<file path="config.mk">
export PLATFORM = sky130hd
export DESIGN_NAME = led_channel_mode_pwm_control
export DESIGN_NICKNAME = d
export VERILOG_FILES = /design/src/rtl/led_ctrl_pkg.sv /design/src/rtl/led_channel_mode_pwm_control.sv
export SDC_FILE = /design/constraint.sdc
export NUM_CORES = 1
export LEC_CHECK = 0
export BUFFER_PORTS_ARGS = -buffer_cell sky130_fd_sc_hd__buf_2
export CORE_MARGIN = 10
export CORE_UTILIZATION = 35
export CTS_CLUSTER_DIAMETER = 150
export DETAILED_ROUTE_END_ITERATION = 10
export HOLD_SLACK_MARGIN = 0.1
export SKIP_LAST_GASP = 1
export SYNTH_ARGS = -nofsm -noshare
export SYNTH_HDL_FRONTEND = slang
export SYNTH_SLANG_ARGS = --single-unit
</file>
<file path="constraint.sdc">
create_clock -name ref_clk_i -period 8.25 [get_ports ref_clk_i]
set_input_delay 1.2375 -clock ref_clk_i [delete_from_list [all_inputs] [get_ports ref_clk_i]]
set_output_delay 1.2375 -clock ref_clk_i [all_outputs]
set_load 0.01 [all_outputs]
</file>
<file path="src/rtl/led_ctrl_pkg.sv">
// Purpose: Constants for the four-channel LED sink control block
// Assumes: 125 MHz reference clock, byte-wide register port
// Notes:   Channel order everywhere is blue, green, red, white
package led_ctrl_pkg;
   // Register offsets
   localparam logic [7:0] ENABLE_ADDR    = 8'h00;
   localparam logic [7:0] BLUE_DUTY_ADDR = 8'h02;
   localparam logic [7:0] GRN_DUTY_ADDR  = 8'h03;
   localparam logic [7:0] RED_DUTY_ADDR  = 8'h04;
   localparam logic [7:0] BLUE_LVL_ADDR  = 8'h05;
   localparam logic [7:0] GRN_LVL_ADDR   = 8'h06;
   localparam logic [7:0] RED_LVL_ADDR   = 8'h07;
   localparam logic [7:0] CONFIG_ADDR    = 8'h08;
   localparam logic [7:0] SOFT_RST_ADDR  = 8'h0d;
   localparam logic [7:0] WHT_DUTY_ADDR  = 8'h0e;
   localparam logic [7:0] WHT_LVL_ADDR   = 8'h0f;
   localparam logic [7:0] SRC_MAP_ADDR   = 8'h70;
   localparam logic [7:0] SOFT_RST_KEY   = 8'hff;

   // Field positions
   localparam int DEV_ON_BIT    = 6;
   localparam int FAST_RATE_BIT = 6;

   // Reset values
   localparam logic [7:0] LEVEL_RST = 8'haf;
   localparam logic [7:0] DUTY_RST  = 8'h00;
   localparam logic [7:0] MAP_RST   = 8'h00;
   localparam logic [7:0] CTRL_RST  = 8'h00;

   // Source selector encodings
   localparam logic [1:0] SRC_REG  = 2'h0;
   localparam logic [1:0] SRC_ENG1 = 2'h1;
   localparam logic [1:0] SRC_ENG2 = 2'h2;
   localparam logic [1:0] SRC_ENG3 = 2'h3;

   // Timing
   localparam int CLK_MHZ        = 125;
   localparam int CLK_HZ         = CLK_MHZ * 1000000;
   localparam int DEV_ON_US      = 500;
   localparam int PIN_ON_US      = 1000;
   localparam int DEV_ON_CYC     = DEV_ON_US * CLK_MHZ;
   localparam int PIN_ON_CYC     = PIN_ON_US * CLK_MHZ;
   localparam int DUTY_STEPS     = 256;
   localparam int SLOW_RATE_HZ   = 256;
   localparam int FAST_RATE_HZ   = 558;
   localparam int SLOW_DIV       = CLK_HZ / (SLOW_RATE_HZ * DUTY_STEPS);
   localparam int FAST_DIV       = CLK_HZ / (FAST_RATE_HZ * DUTY_STEPS);
   localparam int DLY_W          = 17;
   localparam int DIV_W          = 11;

   // Operating modes, one-hot
   typedef enum logic [4:0] {
      MODE_RESET   = 5'h01,
      MODE_STANDBY = 5'h02,
      MODE_STARTUP = 5'h04,
      MODE_NORMAL  = 5'h08,
      MODE_SAVE    = 5'h10
   } op_mode_e;
endpackage

</file>
<file path="src/rtl/led_channel_mode_pwm_control.sv">
// Purpose: Mode sequencer, register file and duty generator for four sinks
// Assumes: Serial framing decoded elsewhere into a byte register port
// Notes:   Pins are filtered by three flops; engines are external inputs
`timescale 1ns/100ps
module led_channel_mode_pwm_control #(
   parameter int DEV_ON_CYC = led_ctrl_pkg::DEV_ON_CYC,
   parameter int PIN_ON_CYC = led_ctrl_pkg::PIN_ON_CYC
) (
   input  wire logic       ref_clk_i,
   input  wire logic       rst_i,
   input  wire logic       power_on_pin_i,
   input  wire logic       overheat_cutoff_i,
   input  wire logic       power_save_req_i,
   input  wire logic       reg_wr_i,
   input  wire logic       reg_rd_i,
   input  wire logic [7:0] reg_addr_i,
   input  wire logic [7:0] reg_wdata_i,
   input  wire logic [7:0] eng1_duty_i,
   input  wire logic [7:0] eng2_duty_i,
   input  wire logic [7:0] eng3_duty_i,
   input  wire logic [2:0] eng_direct_i,
   output logic      [7:0] reg_rdata_o,
   output logic      [3:0] led_pwm_o,
   output logic      [7:0] blue_sink_level_o,
   output logic      [7:0] green_sink_level_o,
   output logic      [7:0] red_sink_level_o,
   output logic      [7:0] white_sink_level_o,
   output logic            analog_enable_o,
   output logic      [4:0] op_mode_o
);

   // Refuse delays the counters cannot hold
   if (DEV_ON_CYC < 1 || DEV_ON_CYC >= (1 << led_ctrl_pkg::DLY_W) ||
       PIN_ON_CYC < 1 || PIN_ON_CYC >= (1 << led_ctrl_pkg::DLY_W))
   begin : g_bad_delay
      $error("startup delay parameter out of range");
   end

   localparam logic [16:0] DEV_ON_LIM = 17'(DEV_ON_CYC - 1);
   localparam logic [16:0] PIN_ON_LIM = 17'(PIN_ON_CYC - 1);
   localparam logic [10:0] SLOW_LIM   = 11'(led_ctrl_pkg::SLOW_DIV - 1);
   localparam logic [10:0] FAST_LIM   = 11'(led_ctrl_pkg::FAST_DIV - 1);

   // Pin filters: first flop feeds only the second
   logic [2:0] pin_sync_r;
   logic [2:0] heat_sync_r;
   logic       pin_filt_r;
   logic       pin_filt_nxt;
   logic       heat_filt_r;
   logic       heat_filt_nxt;

   always_comb
   begin
      pin_filt_nxt  = pin_filt_r;
      heat_filt_nxt = heat_filt_r;
      if (pin_sync_r[1] == pin_sync_r[2])
      begin
         pin_filt_nxt = pin_sync_r[2];
      end
      if (heat_sync_r[1] == heat_sync_r[2])
      begin
         heat_filt_nxt = heat_sync_r[2];
      end
   end

   always_ff @(posedge ref_clk_i or posedge rst_i)
   begin
      if (rst_i)
      begin
         pin_sync_r  <= 3'h0;
         heat_sync_r <= 3'h0;
         pin_filt_r  <= 1'b0;
         heat_filt_r <= 1'b0;
      end
      else
      begin
         pin_sync_r  <= {pin_sync_r[1:0], power_on_pin_i};
         heat_sync_r <= {heat_sync_r[1:0], overheat_cutoff_i};
         pin_filt_r  <= pin_filt_nxt;
         heat_filt_r <= heat_filt_nxt;
      end
   end

   // Register file
   logic [7:0] duty_r  [4];
   logic [7:0] duty_nxt[4];
   logic [7:0] level_r  [4];
   logic [7:0] level_nxt[4];
   logic [7:0] enable_r;
   logic [7:0] enable_nxt;
   logic [7:0] config_r;
   logic [7:0] config_nxt;
   logic [7:0] map_r;
   logic [7:0] map_nxt;
   logic [7:0] rdata_nxt;
   logic       soft_rst;
   logic       wr_ok;

   led_ctrl_pkg::op_mode_e mode_r;
   led_ctrl_pkg::op_mode_e mode_nxt;

   // Writes need the pin high; the key write restores defaults
   assign wr_ok    = reg_wr_i && pin_filt_r;
   assign soft_rst = wr_ok && reg_addr_i == led_ctrl_pkg::SOFT_RST_ADDR &&
                     reg_wdata_i == led_ctrl_pkg::SOFT_RST_KEY;

   always_comb
   begin
      duty_nxt   = duty_r;
      level_nxt  = level_r;
      enable_nxt = enable_r;
      config_nxt = config_r;
      map_nxt    = map_r;
      if (soft_rst)
      begin
         for (int i = 0; i < 4; i++)
         begin
            duty_nxt[i]  = led_ctrl_pkg::DUTY_RST;
            level_nxt[i] = led_ctrl_pkg::LEVEL_RST;
         end
         enable_nxt = led_ctrl_pkg::CTRL_RST;
         config_nxt = led_ctrl_pkg::CTRL_RST;
         map_nxt    = led_ctrl_pkg::MAP_RST;
      end
      else if (wr_ok)
      begin
         case (reg_addr_i)
            led_ctrl_pkg::ENABLE_ADDR:    enable_nxt   = reg_wdata_i;
            led_ctrl_pkg::BLUE_DUTY_ADDR: duty_nxt[0]  = reg_wdata_i;
            led_ctrl_pkg::GRN_DUTY_ADDR:  duty_nxt[1]  = reg_wdata_i;
            led_ctrl_pkg::RED_DUTY_ADDR:  duty_nxt[2]  = reg_wdata_i;
            led_ctrl_pkg::WHT_DUTY_ADDR:  duty_nxt[3]  = reg_wdata_i;
            led_ctrl_pkg::BLUE_LVL_ADDR:  level_nxt[0] = reg_wdata_i;
            led_ctrl_pkg::GRN_LVL_ADDR:   level_nxt[1] = reg_wdata_i;
            led_ctrl_pkg::RED_LVL_ADDR:   level_nxt[2] = reg_wdata_i;
            led_ctrl_pkg::WHT_LVL_ADDR:   level_nxt[3] = reg_wdata_i;
            led_ctrl_pkg::CONFIG_ADDR:    config_nxt   = reg_wdata_i;
            led_ctrl_pkg::SRC_MAP_ADDR:   map_nxt      = reg_wdata_i;
            default:                      enable_nxt   = enable_r;
         endcase
      end
      // Pin low drops the device-on bit, also wins over a same-cycle write
      if (!pin_filt_r)
      begin
         enable_nxt[led_ctrl_pkg::DEV_ON_BIT] = 1'b0;
      end
   end

   // Read data is captured on the read strobe
   always_comb
   begin
      rdata_nxt = reg_rdata_o;
      if (reg_rd_i)
      begin
         case (reg_addr_i)
            led_ctrl_pkg::ENABLE_ADDR:    rdata_nxt = enable_r;
            led_ctrl_pkg::BLUE_DUTY_ADDR: rdata_nxt = duty_r[0];
            led_ctrl_pkg::GRN_DUTY_ADDR:  rdata_nxt = duty_r[1];
            led_ctrl_pkg::RED_DUTY_ADDR:  rdata_nxt = duty_r[2];
            led_ctrl_pkg::WHT_DUTY_ADDR:  rdata_nxt = duty_r[3];
            led_ctrl_pkg::BLUE_LVL_ADDR:  rdata_nxt = level_r[0];
            led_ctrl_pkg::GRN_LVL_ADDR:   rdata_nxt = level_r[1];
            led_ctrl_pkg::RED_LVL_ADDR:   rdata_nxt = level_r[2];
            led_ctrl_pkg::WHT_LVL_ADDR:   rdata_nxt = level_r[3];
            led_ctrl_pkg::CONFIG_ADDR:    rdata_nxt = config_r;
            led_ctrl_pkg::SRC_MAP_ADDR:   rdata_nxt = map_r;
            default:                      rdata_nxt = 8'h00;
         endcase
      end
   end

   always_ff @(posedge ref_clk_i or posedge rst_i)
   begin
      if (rst_i)
      begin
         for (int i = 0; i < 4; i++)
         begin
            duty_r[i]  <= led_ctrl_pkg::DUTY_RST;
            level_r[i] <= led_ctrl_pkg::LEVEL_RST;
         end
         enable_r    <= led_ctrl_pkg::CTRL_RST;
         config_r    <= led_ctrl_pkg::CTRL_RST;
         map_r       <= led_ctrl_pkg::MAP_RST;
         reg_rdata_o <= 8'h00;
      end
      else
      begin
         duty_r      <= duty_nxt;
         level_r     <= level_nxt;
         enable_r    <= enable_nxt;
         config_r    <= config_nxt;
         map_r       <= map_nxt;
         reg_rdata_o <= rdata_nxt;
      end
   end

   // Startup timers: pin settle and device-on settle
   logic [16:0] pin_cnt_r;
   logic [16:0] pin_cnt_nxt;
   logic [16:0] on_cnt_r;
   logic [16:0] on_cnt_nxt;
   logic        pin_ready;
   logic        dev_on;

   assign dev_on    = enable_r[led_ctrl_pkg::DEV_ON_BIT];
   assign pin_ready = pin_cnt_r == PIN_ON_LIM;

   always_comb
   begin
      pin_cnt_nxt = pin_cnt_r;
      on_cnt_nxt  = on_cnt_r;
      if (!pin_filt_r)
      begin
         pin_cnt_nxt = 17'h0;
      end
      else if (!pin_ready)
      begin
         pin_cnt_nxt = pin_cnt_r + 17'h1;
      end
      if (mode_r != led_ctrl_pkg::MODE_STARTUP)
      begin
         on_cnt_nxt = 17'h0;
      end
      else if (on_cnt_r != DEV_ON_LIM)
      begin
         on_cnt_nxt = on_cnt_r + 17'h1;
      end
   end

   // Mode sequencer
   always_comb
   begin
      mode_nxt = mode_r;
      case (mode_r)
         led_ctrl_pkg::MODE_RESET:
            mode_nxt = led_ctrl_pkg::MODE_STANDBY;
         led_ctrl_pkg::MODE_STANDBY:
            if (dev_on && pin_filt_r)
            begin
               mode_nxt = led_ctrl_pkg::MODE_STARTUP;
            end
         led_ctrl_pkg::MODE_STARTUP:
            if (on_cnt_r == DEV_ON_LIM && pin_ready && !heat_filt_r)
            begin
               mode_nxt = led_ctrl_pkg::MODE_NORMAL;
            end
         led_ctrl_pkg::MODE_NORMAL:
            if (heat_filt_r)
            begin
               mode_nxt = led_ctrl_pkg::MODE_STARTUP;
            end
            else if (power_save_req_i)
            begin
               mode_nxt = led_ctrl_pkg::MODE_SAVE;
            end
         led_ctrl_pkg::MODE_SAVE:
            if (heat_filt_r)
            begin
               mode_nxt = led_ctrl_pkg::MODE_STARTUP;
            end
            else if (!power_save_req_i)
            begin
               mode_nxt = led_ctrl_pkg::MODE_NORMAL;
            end
         default:
            mode_nxt = led_ctrl_pkg::MODE_RESET;
      endcase
      // Either enable low forces standby; soft reset passes through reset
      if (mode_r != led_ctrl_pkg::MODE_RESET && (!dev_on || !pin_filt_r))
      begin
         mode_nxt = led_ctrl_pkg::MODE_STANDBY;
      end
      if (soft_rst)
      begin
         mode_nxt = led_ctrl_pkg::MODE_RESET;
      end
   end

   always_ff @(posedge ref_clk_i or posedge rst_i)
   begin
      if (rst_i)
      begin
         mode_r    <= led_ctrl_pkg::MODE_RESET;
         pin_cnt_r <= 17'h0;
         on_cnt_r  <= 17'h0;
      end
      else
      begin
         mode_r    <= mode_nxt;
         pin_cnt_r <= pin_cnt_nxt;
         on_cnt_r  <= on_cnt_nxt;
      end
   end

   // Duty period: prescaler sets step rate, counter free-runs
   logic [10:0] div_r;
   logic [10:0] div_nxt;
   logic [10:0] div_lim;
   logic [7:0]  period_r;
   logic [7:0]  period_nxt;

   assign div_lim = config_r[led_ctrl_pkg::FAST_RATE_BIT] ?
                    FAST_LIM : SLOW_LIM;

   always_comb
   begin
      div_nxt    = div_r + 11'h1;
      period_nxt = period_r;
      if (div_r >= div_lim)
      begin
         div_nxt    = 11'h0;
         period_nxt = period_r + 8'h1;
      end
   end

   // Source select per channel; direct engines reuse duty registers
   logic [7:0] eng_val[3];
   logic [7:0] sel_duty[4];
   logic [3:0] pwm_nxt;
   logic       active;

   assign active     = mode_r == led_ctrl_pkg::MODE_NORMAL;
   assign eng_val[0] = eng_direct_i[0] ? duty_r[0] : eng1_duty_i;
   assign eng_val[1] = eng_direct_i[1] ? duty_r[1] : eng2_duty_i;
   assign eng_val[2] = eng_direct_i[2] ? duty_r[2] : eng3_duty_i;

   for (genvar ch = 0; ch < 4; ch++)
   begin : g_chan
      always_comb
      begin
         case (map_r[2*ch +: 2])
            led_ctrl_pkg::SRC_REG:  sel_duty[ch] = duty_r[ch];
            led_ctrl_pkg::SRC_ENG1: sel_duty[ch] = eng_val[0];
            led_ctrl_pkg::SRC_ENG2: sel_duty[ch] = eng_val[1];
            led_ctrl_pkg::SRC_ENG3: sel_duty[ch] = eng_val[2];
            default:                sel_duty[ch] = duty_r[ch];
         endcase
         // Full scale never drops, so ffh is held on for the whole period
         pwm_nxt[ch] = active && (period_r < sel_duty[ch] ||
                                  sel_duty[ch] == 8'hff);
      end
   end

   // Sink codes pass as linear 0.1 mA steps; the analog side scales them
   always_ff @(posedge ref_clk_i or posedge rst_i)
   begin
      if (rst_i)
      begin
         div_r              <= 11'h0;
         period_r           <= 8'h00;
         led_pwm_o          <= 4'h0;
         blue_sink_level_o  <= led_ctrl_pkg::LEVEL_RST;
         green_sink_level_o <= led_ctrl_pkg::LEVEL_RST;
         red_sink_level_o   <= led_ctrl_pkg::LEVEL_RST;
         white_sink_level_o <= led_ctrl_pkg::LEVEL_RST;
         analog_enable_o    <= 1'b0;
         op_mode_o          <= led_ctrl_pkg::MODE_RESET;
      end
      else
      begin
         div_r              <= div_nxt;
         period_r           <= period_nxt;
         led_pwm_o          <= pwm_nxt;
         blue_sink_level_o  <= level_r[0];
         green_sink_level_o <= level_r[1];
         red_sink_level_o   <= level_r[2];
         white_sink_level_o <= level_r[3];
         analog_enable_o    <= mode_nxt == led_ctrl_pkg::MODE_STARTUP ||
                               mode_nxt == led_ctrl_pkg::MODE_NORMAL;
         op_mode_o          <= mode_nxt;
      end
   end

endmodule

</file>
==> results.sh <==
export IMPL_hold_violations=0
export IMPL_ctsRootBufferMaster="sky130_fd_sc_hd__clkbuf_16"
export IMPL_grt_setup_unrepaired="no"
export IMPL_postCtsHoldBufs=0
export IMPL_globalRouteOverflowTotal=0
export IMPL_multiInputGateArea_um2=5310
export IMPL_synth_enable_flop_cells=0
export IMPL_critical_path_n_buffers_inverters=1
export IMPL_avgRoutedWirePerCell_um=21.2
export IMPL_timing_final_max_slew_violations=0
export IMPL_critPathMaxStageDelay_ps=830
export IMPL_synthesis_yosys_warnings=0
export IMPL_tightestPinTransition_ps=1030
export IMPL_antenna_cells_inserted=0
export IMPL_p_leak_nw=5.08
export IMPL_vias=8312
export IMPL_power_density_nw_per_um2=167
export IMPL_outcome="complete, no violations"
export IMPL_die_width_um=195
export IMPL_worst_setup_path_end_kind="flip-flop"
export IMPL_synth_area_top_cells="sky130_fd_sc_hd__dfrtp_1, sky130_fd_sc_hd__dfstp_2, sky130_fd_sc_hd__mux2_2"
export IMPL_postSynthNetCount=1068
export IMPL_final_core_util=0.403
export IMPL_ctsHtreeMaxLevel=4
export IMPL_clk_path_buf_depth=2
export IMPL_grtUsageTotal=0.160
export IMPL_synth_largest_area_cell="sky130_fd_sc_hd__dfrtp_1"
export IMPL_setup_slack_ps=4710
export IMPL_mean_cell_area_of_the_mapped_netlist_um2=10.9
export IMPL_ys_top_cells_by_count="sky130_fd_sc_hd__dfrtp_1, sky130_fd_sc_hd__nor2_1, sky130_fd_sc_hd__mux2_2"
export IMPL_critical_path_rt_ps=8580
export IMPL_wl_mm=30.8
export IMPL_finalSetupViolCount=0
export IMPL_skew_ps=10.3
export IMPL_detailedRoute_firstIterationViolations=870
export IMPL_postCtsResizedCells=0
export IMPL_post_synth_top_area_fraction=0.352
export IMPL_drt_first_pass_iters=8
export IMPL_worst_rel_slew_slack=0.310
export IMPL_min_period_over_period=0.429
export IMPL_placeableCoreArea_um2=29900
export IMPL_synthArstFlopShare=1.00
export IMPL_fin_crit_ps=3540
export IMPL_layout_area_overhead_vs_synth_pct=12.8
export IMPL_fin_hold_ws_ps=351
export IMPL_category_of_the_most_critical_setup_path="input port to flip-flop"
export IMPL_max_cap_viols=0
export IMPL_fp_row_count=63
export IMPL_initial_utilization=0.357
export IMPL_nNetsFinal=1137
export IMPL_route_detailed_vias_per_inst=5.72
export IMPL_first_global_vias=8178
export IMPL_synth_area_um2=10700
export IMPL_num_fill_cells=2910
export IMPL_grt_first_pass_wirelength_mm=48.2
export IMPL_count_of_mapped_cells_out_of_synthesis=982
export IMPL_numCtsBuffers=17
export IMPL_cts_tree="done"
export IMPL_final_setup_tns_ps=0
export IMPL_port_buffer_count=99
export IMPL_yosys_register_bits=199
export IMPL_drt_drc_violations_left=0
export IMPL_slowest_stage="sky130_fd_sc_hd__nor2_1"
export IMPL_timing_critical_path_cells="buf_2, or4_1, nor2_1, nand3_1, a21oi_2, mux2_2"
export IMPL_grt_start_max_net_pins=132
export IMPL_placed_cell_area_um2=11500
export IMPL_worst_endpoint_arrival_ps=3870
export IMPL_cts_repair_timing_setup_buffer_count=0
export IMPL_numClockSinks=199
export IMPL_worst_setup_path_start_kind="input port"
export IMPL_fmax_ghz=0.282
export IMPL_dp_hpwl_mm=22.5
export IMPL_design_die_area_um2=37900
export IMPL_worst_setup_hold_path_clk_slew_ps=70
export IMPL_timing_critical_path_fanout_max=15
export IMPL_worst_ir_drop_vdd_mv=0.139
export IMPL_die_height_um=195
export IMPL_synth_most_common_cell="sky130_fd_sc_hd__dfrtp_1"
export IMPL_synth_yosys_seq_area_share=0.473
export IMPL_finalInstanceArea_um2=12000
export IMPL_distinct_cell_type_count_of_the_synthesized_netlist=73
export IMPL_ant_nets=0
export IMPL_worstSkewPairLatency_ps=440
export IMPL_gpl_final_weighted_congestion=0.938
export IMPL_place_ws_ps=4310
export IMPL_yosys_most_used_dff="sky130_fd_sc_hd__dfrtp_1"
export IMPL_io_pin_count=100
export IMPL_critical_path_top_delay_family="simple AND/OR/NAND/NOR gates"
export IMPL_final_layout_size_suffix_gt1_frac=0.261
export IMPL_ff_latch_area_um2=5040
export IMPL_hp_class="flip-flop to flip-flop"
export IMPL_grt_antenna_before_repair=3
==> placed cells by master, fill, tap and decap left out, types with 7 or more instances in the layout <==
cell and n:
sky130_fd_sc_hd__a211oi_1 26, sky130_fd_sc_hd__a21oi_1 36, sky130_fd_sc_hd__a22o_1 47, sky130_fd_sc_hd__a22oi_1 14, sky130_fd_sc_hd__and2_1 12, sky130_fd_sc_hd__and3_1 11, sky130_fd_sc_hd__and4_1 8, sky130_fd_sc_hd__buf_2 99
sky130_fd_sc_hd__clkbuf_16 18, sky130_fd_sc_hd__dfrtp_1 150, sky130_fd_sc_hd__dfstp_2 49, sky130_fd_sc_hd__ha_1 36, sky130_fd_sc_hd__inv_1 19, sky130_fd_sc_hd__mux2_2 68, sky130_fd_sc_hd__mux2i_1 26, sky130_fd_sc_hd__mux4_2 9
sky130_fd_sc_hd__nand2_1 45, sky130_fd_sc_hd__nand3_1 32, sky130_fd_sc_hd__nand4_1 14, sky130_fd_sc_hd__nor2_1 96, sky130_fd_sc_hd__nor2b_1 9, sky130_fd_sc_hd__nor3_1 19, sky130_fd_sc_hd__nor4_1 10, sky130_fd_sc_hd__o21a_1 7
sky130_fd_sc_hd__o21ai_0 25, sky130_fd_sc_hd__o22ai_1 22, sky130_fd_sc_hd__xnor2_1 26, sky130_fd_sc_hd__xor2_1 17
==> cells by family after synthesis <==
logic type      after synthesis  synth area share
buf+inv                      74            0.0293
mux                         105             0.120
simple gates                297             0.146
xor+xnor                     43            0.0353
fa+ha+maj                    38            0.0441
compound gates              226             0.153
flops                       199             0.473
==> worst register-to-register path, delay by kind of cell, from the launching register on <==
family          cells  cell delay, ps
compound gates      1             460
flops               1             490
mux                 1             380
simple gates        3            1320
==> flip-flops by register name (all words and copies together), names as in the netlist, 8 cells and up <==
name,flops
duty_r,32
level_r,32
on_cnt_r,17
pin_cnt_r,17
div_r,11
blue_sink_level_o,8
config_r,8
enable_r,8
green_sink_level_o,8
map_r,8
period_r,8
red_sink_level_o,8
reg_rdata_o,8
white_sink_level_o,8
==> stage by stage <==
stage | cells | power (mW)
after global placement | 1422 | 1.20
after CTS | 1454 | 2.03
after detailed placement | 1422 | 1.20
final | 1454 | 2.00
after floorplan | 982 | 1.14
after global routing | 1454 | 2.09
==> per-layer routing <==
layer | vias to the layer above | GRT usage | wire length [um]
li1 | 3812 | - | -
met1 | 4154 | 0.220 | 13900
met2 | 288 | 0.248 | 14200
met3 | 52 | 0.0296 | 2010
met4 | 6 | 0.0520 | 652
met5 | - | 0 | 41
==> power by group <==
part / switching (mW) / leakage, nW / internal, mW / total (mW)
sequential: 0.0251 / 2.55 / 1.00 / 1.03
combinational: 0.102 / 2.24 / 0.0568 / 0.159
clock: 0.384 / 0.288 / 0.436 / 0.820
total: 0.512 / 5.08 / 1.49 / 2.00
==> final cells by class <==
type,count,area share
clock buffer,22,0.0412
clock inverter,10,0.00665
multi-input combinational,709,0.442
sequential,199,0.419
inverter,20,0.00686
tap,390,0.0405
timing repair buffer,104,0.0443
==> path summary, 6_finish.rpt <==
| kind | slack, ps | cells after the start | start | to |
|---|---|---|---|---|
| worst max-delay path | 4710 | 6 | reg_addr_i[4] | duty_r[8] |
| worst min-delay path | 350 | 0 | pin_sync_r[0] | pin_sync_r[1] |
| worst max register to register | 5500 | 5 | pin_filt_r | level_r[20] |
| worst min register to register | 350 | 0 | pin_sync_r[0] | pin_sync_r[1] |
| max in group asynchronous | 5830 | 3 | rst_i | pin_cnt_r[8] |
| min in group asynchronous | 930 | 2 | rst_i | analog_enable_o |
Note: power is estimated with default switching activity, not from simulation.
